`src/fosp_pkg.sv`:
```
package fosp_pkg;

  // ==========================================================================
  // Register map (byte addresses).
  // ==========================================================================
  localparam logic [15:0] FOSP_ADDR_OPTION  = 16'h1821;
  localparam logic [15:0] FOSP_ADDR_CONFIG  = 16'h1823;
  localparam logic [15:0] FOSP_ADDR_PROTECT = 16'h1824;
  localparam logic [15:0] FOSP_ADDR_KEY     = 16'h1828;
  localparam logic [15:0] FOSP_ADDR_STATUS  = 16'h182C;
  localparam logic [15:0] FOSP_ADDR_CMD     = 16'h1830;

  // ==========================================================================
  // Field layouts and values.
  // ==========================================================================
  localparam int          FOSP_OPT_BACKDOOR   = 7;
  localparam int          FOSP_OPT_REDIR_OFF  = 6;
  localparam logic [7:0]  FOSP_OPT_MASK       = 8'hC3;
  localparam logic [7:0]  FOSP_CFG_MASK       = 8'hE0;
  localparam int          FOSP_CFG_KEY_WRITE_ACCESS     = 5;
  localparam int          FOSP_PROT_DISABLE   = 0;
  localparam logic [1:0]  FOSP_SEC_UNSECURED  = 2'h2;
  localparam logic [7:0]  FOSP_CFG_RESET      = 8'h00;
  localparam logic [15:0] FOSP_KEY_BASE       = 16'hFFB0;
  localparam logic [15:0] FOSP_KEY_LAST       = 16'hFFB7;
  localparam logic [2:0]  FOSP_KEY_LAST_IDX   = 3'h7;
  localparam int          FOSP_KEY_BYTES      = 8;
  localparam int          FOSP_ST_VIOL        = 0;
  localparam int          FOSP_ST_UNSEC       = 1;
  localparam int          FOSP_ST_LAUNCH      = 2;
  localparam int          FOSP_CMD_LAUNCH_BIT = 0;
  localparam int          FOSP_CMD_PROG_BIT   = 1;
  localparam int          FOSP_ST_BLANK_BIT   = 3;
  localparam logic [8:0]  FOSP_PAGE_LOW_ONES  = 9'h1FF;

endpackage

```
`src/fosp_core.sv`:
```
// Local design decision: the APB slave port.
`timescale 1ns/100ps

module fosp_core
  import fosp_pkg::*;
(
  input  wire logic        clk,                 // Bus clock, 40 MHz.
  input  wire logic        rst,                 // Synchronous MCU reset.
  input  wire logic        ce,                  // Clock enable; low freezes.
  input  wire logic [7:0]  nv_option_byte,      // Stored option byte.
  input  wire logic [7:0]  nv_protect_byte,     // Stored protection byte.
  input  wire logic [63:0] nv_backdoor_key,     // Stored key, byte 0 low.
  input  wire logic        background_debug_commands, // Access is debug.
  input  wire logic        psel,                // APB select.
  input  wire logic        penable,             // APB enable.
  input  wire logic        pwrite,              // APB direction.
  input  wire logic [15:0] paddr,               // APB byte address.
  input  wire logic [31:0] pwdata,              // APB write data.
  output logic      [31:0] prdata,              // APB read data.
  output logic             pready,              // APB ready.
  output logic             pslverr,             // APB error.
  input  wire logic [15:0] mem_addr,            // Memory access address.
  input  wire logic        mem_req,             // Memory access request.
  input  wire logic        mem_from_debug,      // Access from debug source.
  output logic             mem_allow,           // Memory access permitted.
  input  wire logic        blank_done,          // Blank check finished.
  input  wire logic        blank_ok,            // Whole array was erased.
  output logic             vector_redirect_off, // Vector redirection off.
  output logic             security_secure,     // Part is secured.
  output logic             cmd_launch,          // Accepted flash command.
  output logic      [15:0] cmd_addr,            // Command target address.
  output logic      [7:0]  cmd_data             // Command write data.
);
  import fosp_pkg::*;

  // ==========================================================================
  // Register state.
  // ==========================================================================
  logic [7:0]  option_reg, next_option_reg;
  logic [7:0]  flash_config, next_flash_config;
  logic [7:0]  protect_reg, next_protect_reg;
  logic [1:0]  security_code, next_security_code;
  logic [2:0]  key_idx, next_key_idx;
  logic        key_ok, next_key_ok;
  logic        viol, next_viol;
  logic        launch_seen, next_launch_seen;
  logic        load_pend, next_load_pend;
  logic        next_cmd_launch;
  logic [15:0] next_cmd_addr;
  logic [7:0]  next_cmd_data;
  logic [31:0] next_prdata;

  logic        wr_acc, rd_acc, key_window, user_key_wr, cmd_wr, hit_prot;
  logic        mapped;
  logic [7:0]  key_byte [FOSP_KEY_BYTES];

  assign wr_acc = psel && penable && pwrite && ce;
  assign rd_acc = psel && !penable && !pwrite && ce;

  // Key bytes laid out for ascending comparison.
  for (genvar g = 0; g < FOSP_KEY_BYTES; g++) begin : g_key
    assign key_byte[g] = nv_backdoor_key[8*g +: 8];
  end

  function automatic logic is_unsecured(input logic [1:0] code);
    return code == FOSP_SEC_UNSECURED;
  endfunction

  function automatic logic is_protected(input logic [7:0] prot,
                                        input logic [15:0] addr);
    logic [15:0] last_free;
    last_free = {prot[7:1], FOSP_PAGE_LOW_ONES};
    return !prot[FOSP_PROT_DISABLE] && (addr > last_free);
  endfunction

  assign key_window  = (paddr >= FOSP_KEY_BASE) && (paddr <= FOSP_KEY_LAST);
  // Debug commands never feed the key comparator.
  assign user_key_wr = wr_acc && key_window &&
                       flash_config[FOSP_CFG_KEY_WRITE_ACCESS] &&
                       !background_debug_commands;
  assign cmd_wr      = wr_acc && ((key_window &&
                       !flash_config[FOSP_CFG_KEY_WRITE_ACCESS]) ||
                       (paddr == FOSP_ADDR_CMD));
  assign hit_prot    = is_protected(protect_reg, paddr);
  assign mapped      = key_window || paddr == FOSP_ADDR_OPTION ||
                       paddr == FOSP_ADDR_CONFIG ||
                       paddr == FOSP_ADDR_PROTECT ||
                       paddr == FOSP_ADDR_STATUS || paddr == FOSP_ADDR_CMD;

  // Zero-wait slave; unmapped addresses answer with an error.
  assign pready  = 1'b1;
  assign pslverr = psel && penable && !mapped;

  assign vector_redirect_off = option_reg[FOSP_OPT_REDIR_OFF];
  assign security_secure     = !is_unsecured(security_code);
  // Secure parts deny debug-sourced memory reads and writes.
  assign mem_allow = mem_req && !(security_secure && mem_from_debug);

  // ==========================================================================
  // Next-state logic.
  // ==========================================================================
  always_comb begin
    next_option_reg    = option_reg;
    next_flash_config  = flash_config;
    next_protect_reg   = protect_reg;
    next_security_code = security_code;
    next_key_idx       = key_idx;
    next_key_ok        = key_ok;
    next_viol          = viol;
    next_launch_seen   = launch_seen;
    next_load_pend     = 1'b0;
    next_cmd_launch    = 1'b0;
    next_cmd_addr      = cmd_addr;
    next_cmd_data      = cmd_data;
    next_prdata        = prdata;
    if (load_pend) begin
      // Nonvolatile bytes are captured the cycle after reset releases.
      next_option_reg    = nv_option_byte & FOSP_OPT_MASK;
      next_protect_reg   = nv_protect_byte;
      next_security_code = nv_option_byte[1:0];
    end else if (ce) begin
      if (wr_acc && paddr == FOSP_ADDR_CONFIG) begin
        next_flash_config = pwdata[7:0] & FOSP_CFG_MASK;
      end
      if (wr_acc && paddr == FOSP_ADDR_PROTECT &&
          background_debug_commands) begin
        next_protect_reg = pwdata[7:0];
      end
      if (wr_acc && paddr == FOSP_ADDR_STATUS && pwdata[FOSP_ST_VIOL]) begin
        next_viol = 1'b0;
      end
      if (user_key_wr) begin
        // Bytes must arrive at ascending addresses; a miss restarts.
        if (paddr[2:0] == key_idx) begin
          next_key_ok  = (key_idx == 3'h0 ? 1'b1 : key_ok) &&
                         (pwdata[7:0] == key_byte[key_idx]);
          next_key_idx = key_idx + 3'h1;
          if (key_idx == FOSP_KEY_LAST_IDX) begin
            next_key_ok = 1'b0;
            if (key_ok && pwdata[7:0] == key_byte[key_idx] &&
                option_reg[FOSP_OPT_BACKDOOR]) begin
              next_security_code = FOSP_SEC_UNSECURED;
            end
          end
        end else begin
          next_key_idx = 3'h0;
          next_key_ok  = 1'b0;
        end
      end
      // A refused command still counts as seen, so software can poll for it.
      if (cmd_wr) begin
        if (pwdata[FOSP_CMD_PROG_BIT] && hit_prot) begin
          next_viol        = 1'b1;
          next_launch_seen = 1'b1;
        end else if (paddr != FOSP_ADDR_CMD) begin
          next_cmd_launch  = 1'b1;
          next_cmd_addr    = paddr;
          next_cmd_data    = pwdata[7:0];
          next_launch_seen = 1'b1;
        end
      end
      // A blank check can only release security; it never secures the part.
      if (blank_done && blank_ok) begin
        next_security_code = FOSP_SEC_UNSECURED;
      end
      if (rd_acc) begin
        next_prdata = 32'h0000_0000;
        case (paddr)
          FOSP_ADDR_OPTION: begin
            // The security field shows the live code, which unlocks move.
            next_prdata[7:0] = {option_reg[7:2], security_code};
          end
          FOSP_ADDR_CONFIG:  next_prdata[7:0] = flash_config;
          FOSP_ADDR_PROTECT: next_prdata[7:0] = protect_reg;
          FOSP_ADDR_STATUS: begin
            next_prdata[FOSP_ST_VIOL]   = viol;
            next_prdata[FOSP_ST_UNSEC]  = is_unsecured(security_code);
            next_prdata[FOSP_ST_LAUNCH] = launch_seen;
          end
          default:           next_prdata = 32'h0000_0000;
        endcase
      end
    end
  end

  always_ff @(posedge clk) begin
    if (rst) begin
      option_reg    <= 8'h00;
      flash_config  <= FOSP_CFG_RESET;
      protect_reg   <= 8'h00;
      security_code <= 2'h0;
      key_idx       <= 3'h0;
      key_ok        <= 1'b0;
      viol          <= 1'b0;
      launch_seen   <= 1'b0;
      load_pend     <= 1'b1;
      cmd_launch    <= 1'b0;
      cmd_addr      <= 16'h0000;
      cmd_data      <= 8'h00;
      prdata        <= 32'h0000_0000;
    end else begin
      option_reg    <= next_option_reg;
      flash_config  <= next_flash_config;
      protect_reg   <= next_protect_reg;
      security_code <= next_security_code;
      key_idx       <= next_key_idx;
      key_ok        <= next_key_ok;
      viol          <= next_viol;
      launch_seen   <= next_launch_seen;
      load_pend     <= next_load_pend;
      cmd_launch    <= next_cmd_launch;
      cmd_addr      <= next_cmd_addr;
      cmd_data      <= next_cmd_data;
      prdata        <= next_prdata;
    end
  end
endmodule

```
`config.mk`:
```
export PLATFORM = sky130hd
export DESIGN_NAME = fosp_core
export DESIGN_NICKNAME = d
export VERILOG_FILES = /design/src/fosp_pkg.sv /design/src/fosp_core.sv
export SDC_FILE = /design/constraint.sdc
export NUM_CORES = 1
export LEC_CHECK = 0
export BUFFER_PORTS_ARGS = -buffer_cell sky130_fd_sc_hd__buf_2
export CAP_MARGIN = 20
export CORE_MARGIN = 8
export CORE_UTILIZATION = 43
export DETAILED_ROUTE_END_ITERATION = 10
export HOLD_SLACK_MARGIN = 0.06
export PLACE_DENSITY_LB_ADDON = 0.2
export SETUP_SLACK_MARGIN = 0.3
export SLEW_MARGIN = 10
export SYNTH_ARGS = -nofsm -noshare
export SYNTH_HDL_FRONTEND = slang
export SYNTH_SLANG_ARGS = --single-unit
```
`constraint.sdc`:
```
create_clock -name clk -period 3.3 [get_ports clk]
set_input_delay 0.99 -clock clk [delete_from_list [all_inputs] [get_ports clk]]
set_output_delay 0.99 -clock clk [all_outputs]
set_load 0.03 [all_outputs]
```
==> results of run 1 <==
through the flow:
| stage | total power [mW] | instances | setup slack, ps | hold WS [ps] | cell area (sq um) |
|---|---|---|---|---|---|
| 5_1_grt | 1.42 | 633 | -63.2 | 481 | 4480 |
| 6_report | 1.35 | 633 | -12.5 | 461 | 4480 |
| 2_1_floorplan | 0.864 | 397 | 190 | 428 | 3560 |
| 3_3_place_gp | 0.949 | 621 | -52.5 | 438 | 4300 |
| 3_5_place_dp | 0.954 | 621 | -61.5 | 448 | 4300 |
| 4_1_cts | 1.36 | 632 | 32.6 | 467 | 4460 |
worst max-delay path: stages:
cell	delay, ps
buf_6	90
or4b_4	560
buf_6	140
nor4_4	340
nor4_4	60
buf_6	140
repair_timing:
| action | in CTS | in global routing |
|---|---|---|
| gates cloned | 0 | 0 |
| endpoints found under the setup margin | 1 | 1 |
| pin swaps | 6 | 3 |
| buffers inserted | 3 | 1 |
| gates resized for setup | 9 | 2 |
how the worst max path moves through the flow:
stage	startpoint	slack, ps	end	depth (start not counted)
6_report	paddr[7]	-10	pslverr	6
2_1_floorplan	paddr[9]	190	pslverr	4
3_3_place_gp	paddr[9]	-50	pslverr	6
5_1_grt	paddr[7]	-60	pslverr	6
4_1_cts	paddr[8]	30	pslverr	6
3_5_place_dp	paddr[9]	-60	pslverr	6
logic make-up (layout without fill, tap and decap cells):
logic type	count (synthesis)	after routing	share of synthesized area (%)
buffers and inverters	59	193	10.0
DFF	55	55	32.1
and+or+nand+nor	135	135	20.6
other	2	25	0.219
xor gates and xnor gates	10	10	2.55
AOI/OAI and AO/OA	43	43	8.76
adders and majority gates	10	10	3.65
muxes	60	60	22.0
Yosys cell counts, types with 2 or more instances:
cell / n / area (sq um)
nand2b_1: 3 / 18.8
mux4_2: 12 / 270
dfxtp_1: 55 / 1100
buf_4: 27 / 203
mux2i_1: 44 / 440
or4_1: 2 / 15.0
xor2_1: 8 / 70.1
clkinv_1: 2 / 7.51
mux2_2: 4 / 45.0
a31o_2: 2 / 17.5
buf_2: 3 / 15.0
nor3_1: 7 / 35.0
nand3_1: 9 / 45.0
a32oi_1: 2 / 17.5
a221oi_1: 2 / 17.5
nor4_1: 3 / 18.8
conb_1: 2 / 7.51
inv_1: 13 / 48.8
nor2b_1: 12 / 75.1
and3_1: 3 / 18.8
nor2_1: 51 / 191
or4_4: 2 / 22.5
a211oi_1: 3 / 22.5
and2_1: 2 / 12.5
buf_1: 2 / 7.51
nand4_1: 11 / 68.8
o21ai_0: 6 / 30.0
a21o_1: 3 / 22.5
xnor2_1: 2 / 17.5
clkbuf_1: 10 / 37.5
nand2_1: 19 / 71.3
ha_1: 10 / 125
a21oi_1: 12 / 60.1
o21ai_1: 4 / 20.0
nor3b_1: 3 / 22.5
routing by layer:
| metal | global-route usage (%) | wire [microns] |
|---|---|---|
| met1 | 22.1 | 4240 |
| met2 | 32.8 | 5150 |
| met3 | 6.58 | 1030 |
| met4 | 3.36 | 74 |
| met5 | 0 | 0 |
cell type report:
| type | count | share of cell area (%) |
|---|---|---|
| Multi-Input combinational cell | 283 | 47.7 |
| Sequential cell | 55 | 24.6 |
| Timing Repair Buffer | 170 | 21.3 |
| Tap cell | 102 | 2.85 |
| Clock buffer | 5 | 1.54 |
| Inverter | 15 | 1.26 |
| Clock inverter | 3 | 0.754 |
power by group through the flow:
| stage | registers [mW] | logic, mW | clock network (mW) |
|---|---|---|---|
| final | 0.688 | 0.255 | 0.408 |
| after global routing | 0.690 | 0.280 | 0.447 |
| after CTS | 0.688 | 0.253 | 0.421 |
| after detailed placement | 0.703 | 0.250 | 0 |
| after global placement | 0.703 | 0.246 | 0 |
| after floorplan | 0.699 | 0.165 | 0 |
==> run metrics, run 1 <==
gr ovfl total=0; worst skew pair latency=320 ps; die width=105 microns; register area=1100 sq um; hpwl dp=8790 microns; clk slew on worst S/H paths=110 ps; Worst-Margin Slew=749 ps; gp weighted congestion=0.896; Final setup viols=1; R2R cell count=7; CTS H-tree lvls=2; clock network fraction of design power=30.2%; required time worst endpoint=2310 ps; final-report hold violation count=0; Vias per Instance=5.05; fmax=302 MHz; Fin Clk Skew=13.2 ps; Netlist cell types=54; Worst Path Arrival=2320 ps; syn_area_per_cell=9.17 sq um; Worst slew margin=50.0%; failing checks=setup timing; Power Dens Cells=302 nW/um^2; IO Count=217; DRC Markers=0; Cells on Worst Hold Path=2; EDFF count, synth=0; detailed-route wire length=10500 microns; Max Cap Viol=0; crit path max fanout=2; Slew Viols, Final=0; Sequential Power Share=50.9%; CTS tree=done; Setup Crit Path Kind=in2out; Multi-input gate area=2130 sq um; NetSw=0.406 mW; final setup margin=-12.5 ps; Inserted Diodes=0; Endpoint, Worst Hold=prdata[3]; Main synth FF type=dfxtp_1; Final min period=3310 ps; YS warnings=0; hold crit path type=reg2reg; element type at the critical path start=primary input; IO buf count=147; Initial DRC Count=104; Final #Nets=695; status=finished with violations; flops & latches, synth=55; Filler Cells Inserted=687; post-layout util=58.0%; Max Root-Sink Buffers=2; initial antenna violation count=0; synthesis-to-layout area growth=30.6%; WL/cell=16.6 microns; layout cells sized above 1=39.5%; via count=3195; Root Buffer=clkbuf_8; Switching Share=30.1%; Die Span Y=105 microns; Synth Instances=374; register area share after synthesis=32.1%; endpoint class of the critical path=primary output; global-route wire length before repair=17200 microns; aggregate global-route resource usage=18.9%; Comb pwr share=18.9%; commonest non-fill, non-tap cell in the layout=buf_2; Antenna Violating Nets Remaining=0; Core ar.=7730 sq um; worst vdd ir=0.169 mV; Final period util=100%; FF-to-FF setup slack=830 ps; Num CTS Buffers=5; Int Pwr=0.945 mW; Leakage=2.02 nW; first drt pass iteration count=4; r2r endpoint=security_code[0]; die area=11100 sq um; Post-Syn Area=3430 sq um; Biggest register=cmd_addr; sinks on the clock net=55; Reg-to-Reg Start=key_idx[0]; Async SR Flop Fraction=0%; hold buffers post-CTS=0; Site Rows=32; number of global-route vias before repair=3380; Initial Util=44.4%; hold path startpoint=prdata[3]; largest net degree at the start of global routing=35; final setup TNS=-12.5 ps; unrepaired setup endpoints after global routing=yes; commonest non-fill, non-tap cells in the layout=144 x buf_2, 55 x dfxtp_1, 51 x nor2_1; number of flip-flops under the largest register name=16
Power figures use the tool's default switching activity.
==> run 2: changes to the inputs <==
--- a/config.mk
+++ b/config.mk
@@ -8,7 +8,7 @@
 export BUFFER_PORTS_ARGS = -buffer_cell sky130_fd_sc_hd__buf_2
 export CAP_MARGIN = 20
 export CORE_MARGIN = 8
-export CORE_UTILIZATION = 43
+export CORE_UTILIZATION = 47
 export DETAILED_ROUTE_END_ITERATION = 10
 export HOLD_SLACK_MARGIN = 0.06
 export PLACE_DENSITY_LB_ADDON = 0.2
==> constraint.sdc (replaced) <==
create_clock -name clk -period 4.2 [get_ports clk]
set_input_delay 1.26 -clock clk [delete_from_list [all_inputs] [get_ports clk]]
set_output_delay 1.26 -clock clk [all_outputs]
set_load 0.03 [all_outputs]
==> run 2 against run 1 <==
  * Sequential share of layout area increased by 1.0 points
  * Sequential cell count unchanged
  * The run now ends clean
  * Register-to-register slack better by 380 ps
  * Largest cell class unchanged
  * Design area fell by 4.1%
  * Clock skew decreased by 1.3 ps
  * Worst setup slack gained 310 ps
==> run metrics, run 2 (synthesis results as in run 1) <==
commonest non-fill, non-tap cells in the layout=147 x buf_2, 55 x dfxtp_1, 51 x nor2_1; hold buffers post-CTS=0; final setup TNS=0 ps; Power Dens Cells=242 nW/um^2; Switching Share=29.7%; Worst Path Arrival=2650 ps; crit-path cells=buf_2 -> nand4bb_4 -> or2_2 -> nor4_2 -> buf_4 -> nor4_2 -> buf_2; number of flip-flops under the largest register name=16; Max Cap Viol=0; IO buf count=147; Antenna Violating Nets Remaining=0; worst skew pair latency=320 ps; layout cells sized above 1=37.7%; initial antenna violation count=0; CTS tree=done; Initial Util=47.8%; Biggest register=cmd_addr; Max Root-Sink Buffers=2; Core ar.=7180 sq um; global-route wire length before repair=16400 microns; Final #Nets=681; endpoint class of the critical path=primary output; Final setup viols=0; Final min period=3910 ps; hold crit path type=reg2reg; fmax=256 MHz; Setup Crit Path Kind=in2out; Site Rows=31; Final period util=93.0%; die area=10300 sq um; crit path max fanout=4; Filler Cells Inserted=666; largest net degree at the start of global routing=33; WL/cell=17.0 microns; unrepaired setup endpoints after global routing=no; CTS H-tree lvls=2; Initial DRC Count=122; hpwl dp=8570 microns; worst vdd ir=0.123 mV; Inserted Diodes=0; clock network fraction of design power=29.4%; gp weighted congestion=0.885; Slowest-stage cell, CP=or2_2; sinks on the clock net=55; gr ovfl total=0; Leakage=1.91 nW; number of global-route vias before repair=3339; Num CTS Buffers=5; synthesis-to-layout area growth=25.3%; Fin Clk Skew=11.9 ps; die width=101 microns; element type at the critical path start=primary input; detailed-route wire length=10500 microns; Die Span Y=101 microns; status=finished clean; Sequential Power Share=51.9%; Comb pwr share=18.6%; Root Buffer=clkbuf_8; NetSw=0.309 mW; aggregate global-route resource usage=20.3%; Int Pwr=0.731 mW; via count=3223; first drt pass iteration count=4; commonest non-fill, non-tap cell in the layout=buf_2; Slew Viols, Final=0; final hold slack=450 ps; clk slew on worst S/H paths=100 ps; final-report hold violation count=0; IO Count=217; Worst slew margin=37.6%; required time worst endpoint=2940 ps; Worst-Margin Slew=934 ps; register area=1100 sq um; Vias per Instance=5.23; CP peak stage delay=330 ps; Multi-input gate area=2120 sq um; DRC Markers=0
==> run 2: changes by cell type in the layout (fill, tap and decap cells not counted), sizes merged <==
cell and delta:
clkinvlp +1, clkbuf +1, buf -14, clkinv -2
==> run 2: worst paths after layout <==
check                   from                to  slack [ps]  cells past startpoint
setup / recovery    paddr[6]           pslverr         290                      7
hold / removal     prdata[3]         prdata[3]         450                      2
setup reg to reg  key_idx[0]  security_code[0]        1210                      6
hold reg to reg    prdata[3]         prdata[3]         450                      2
==> run 2: critical path, delay by kind of cell <==
kind | cells | cell delay, ps
buffers and inverters | 3 | 460
AND/OR/NAND/NOR | 4 | 930
==> run 2: power by group through the flow <==
stage	registers, mW	clock network (mW)	logic [mW]
CTS	0.540	0.312	0.193
global placement	0.552	0	0.186
global route	0.541	0.333	0.211
finish	0.540	0.306	0.194
detailed placement	0.552	0	0.191
floorplan	0.549	0	0.128
==> run 2: final cells by class <==
class | count | area share [%]
multi-input cells | 283 | 49.4
inverters | 15 | 1.31
clock inverters | 2 | 0.379
clock buffers | 6 | 1.69
well taps | 99 | 2.88
flip-flops and latches | 55 | 25.6
repair buffers | 156 | 18.7
==> run 2: timing repair <==
action | CTS | global route
resized for setup | 2 | 5
buffers inserted | 0 | 2
setup endpoints to repair | 1 | 1
==> run 2: metrics by stage <==
step | instances | instance area (sq um) | utilization (%) | total power [mW] | setup slack, ps
CTS | 614 | 4250 | 59.3 | 1.04 | 323
global placement | 606 | 4150 | 57.8 | 0.738 | 329
global route | 616 | 4300 | 59.9 | 1.09 | 258
detailed placement | 606 | 4150 | 57.8 | 0.743 | 281
floorplan | 397 | 3520 | - | 0.677 | 399
finish | 616 | 4300 | 59.9 | 1.04 | 293
==> run 2: per-layer routing <==
layer  vias to the layer above  GRT usage, %  routed length, microns
met5                         -             0                       0
met4                         0          6.76                     203
met3                        14          6.53                     952
met2                       147          35.8                    5230
met1                      1501          22.3                    4090
li1                       1561             -                       -
==> run 3: changes to the inputs <==
==> config.mk (replaced) <==
export PLATFORM = sky130hd
export DESIGN_NAME = fosp_core
export DESIGN_NICKNAME = d
export VERILOG_FILES = /design/src/fosp_pkg.sv /design/src/fosp_core.sv
export SDC_FILE = /design/constraint.sdc
export NUM_CORES = 1
export LEC_CHECK = 0
export BUFFER_PORTS_ARGS = -buffer_cell sky130_fd_sc_hd__buf_4
export CAP_MARGIN = 20
export CORE_MARGIN = 8
export CORE_UTILIZATION = 47
export DETAILED_ROUTE_END_ITERATION = 10
export HOLD_SLACK_MARGIN = 0.02
export PLACE_DENSITY_LB_ADDON = 0.2
export SETUP_SLACK_MARGIN = 0.3
export SLEW_MARGIN = 10
export SYNTH_ARGS = -nofsm -noshare
export SYNTH_HDL_FRONTEND = slang
export SYNTH_SLANG_ARGS = --single-unit
export TNS_END_PERCENT = 30
==> run 3 against run 2 <==
  * Sequential share of layout area shrank 1.9 points
  * Cell count shrank 0.65%
  * Utilization grew 4.9 points
  * Power grew 3.1%
  * Maximum frequency grew 1.2%
  * Critical endpoint unchanged
  * Largest cell class unchanged
  * Largest power group unchanged
==> run metrics, run 3 (synthesis results as in run 1) <==
CTS tree=done; sinks on the clock net=55; Vias per Instance=5.28; Initial Util=47.8%; Initial DRC Count=120; worst skew pair latency=320 ps; Num CTS Buffers=5; Area after DPL=4490 sq um; IO buf count=147; IO Count=217; commonest non-fill, non-tap cell in the layout=buf_4; design area=4650 sq um; Reg-to-Reg Start=key_idx[0]; first drt pass iteration count=4; Worst slew margin=37.9%; Root Buffer=clkbuf_8; DRC Markers=0; hold crit path type=reg2reg; Inserted Diodes=0; final setup TNS=0 ps; Final #Nets=677; initial antenna violation count=0; Slew Viols, Final=0; Antenna Violating Nets Remaining=0; unrepaired setup endpoints after global routing=no; post-layout util=64.8%; CTS H-tree lvls=2; via count=3229; global-route wire length before repair=16300 microns; final-report hold violation count=0; fmax=259 MHz; required time worst endpoint=2940 ps; Biggest register=cmd_addr; Power Dens Cells=231 nW/um^2; Fin Clk Skew=16.6 ps; worst vdd ir=0.112 mV; crit path max fanout=3; Final period util=92.0%; hold path startpoint=prdata[3]; hpwl dp=8820 microns; FF-to-FF setup slack=1220 ps; Endpoint, Worst Hold=prdata[3]; Max Root-Sink Buffers=2; Slowest-stage cell, CP=or4b_4; endpoint class of the critical path=primary output; largest net degree at the start of global routing=58; status=finished clean; r2r endpoint=security_code[0]; Worst-Margin Slew=930 ps; gp weighted congestion=0.892; die width=101 microns; gr ovfl total=0; crit-path cells=buf_4 -> or4b_4 -> nor4_4 -> buf_4 -> nor4_4 -> buf_6; hold buffers post-CTS=0; element type at the critical path start=primary input; Cells on Worst Hold Path=2; Leakage=2.00 nW; layout cells sized above 1=37.4%; Site Rows=31; die area=10300 sq um; aggregate global-route resource usage=20.1%; Setup Crit Path Kind=in2out; Final min period=3860 ps; Core ar.=7180 sq um; number of global-route vias before repair=3364; Worst Path Arrival=2600 ps; WL/cell=17.5 microns; Max Cap Viol=0; commonest non-fill, non-tap cells in the layout=151 x buf_4, 55 x dfxtp_1, 51 x nor2_1; CP peak stage delay=570 ps; clk slew on worst S/H paths=100 ps; Final setup viols=0; number of flip-flops under the largest register name=16; synthesis-to-layout area growth=35.5%; detailed-route wire length=10700 microns; Die Span Y=101 microns; R2R cell count=6
-- run 3: routing by layer --
| layer | part of all wire [%] | track usage (%) | vias up |
|---|---|---|---|
| met1 | 36 | 20.6 | 1513 |
| met3 | 11 | 8.18 | 13 |
| met5 | 0 | 0 | - |
| met2 | 51 | 35.9 | 154 |
| li1 | - | - | 1549 |
| met4 | 1.6 | 7.56 | 0 |
-- run 3: layout make-up --
cell class / count / area (sq um)
multi-input combinational: 283 / 2130
timing repair buffer: 152 / 1140
sequential: 55 / 1100
inverter: 15 / 56.3
clock buffer: 5 / 68.8
fill: 649 / 2530
tap: 99 / 124
clock inverter: 3 / 27.5
-- run 3: metrics by stage --
step | std cells | hold WS (ps) | setup WS (ps) | power [mW]
after detailed placement | 603 | 446 | 213 | 0.772
final | 612 | 459 | 338 | 1.07
after global placement | 603 | 438 | 305 | 0.767
after CTS | 611 | 459 | 303 | 1.08
after global routing | 612 | 479 | 298 | 1.12
after floorplan | 397 | 428 | 399 | 0.677
-- run 3: worst max-delay path, delay by kind of cell --
kind	cells	cell delay [ps]
simple gates	3	920
buf+inv	3	420
-- run 3: timing repair --
action                     CTS  global route
setup endpoints to repair    1             1
setup buffers                0             1
pin swaps                    0             3
resized for setup            3             5
-- run 3: power breakdown --
group          total (mW)  internal, mW  switching (mW)
registers           0.540         0.530          0.0107
logic               0.225         0.111           0.113
clock network       0.307         0.123           0.185
-- run 3: worst max path at each step --
stage | end | startpoint | slack, ps | cells past startpoint
global placement | pslverr | paddr[3] | 300 | 7
detailed placement | pslverr | paddr[3] | 210 | 7
CTS | pslverr | paddr[3] | 300 | 7
global route | pslverr | paddr[8] | 300 | 6
finish | pslverr | paddr[8] | 340 | 6
floorplan | pslverr | paddr[3] | 400 | 5
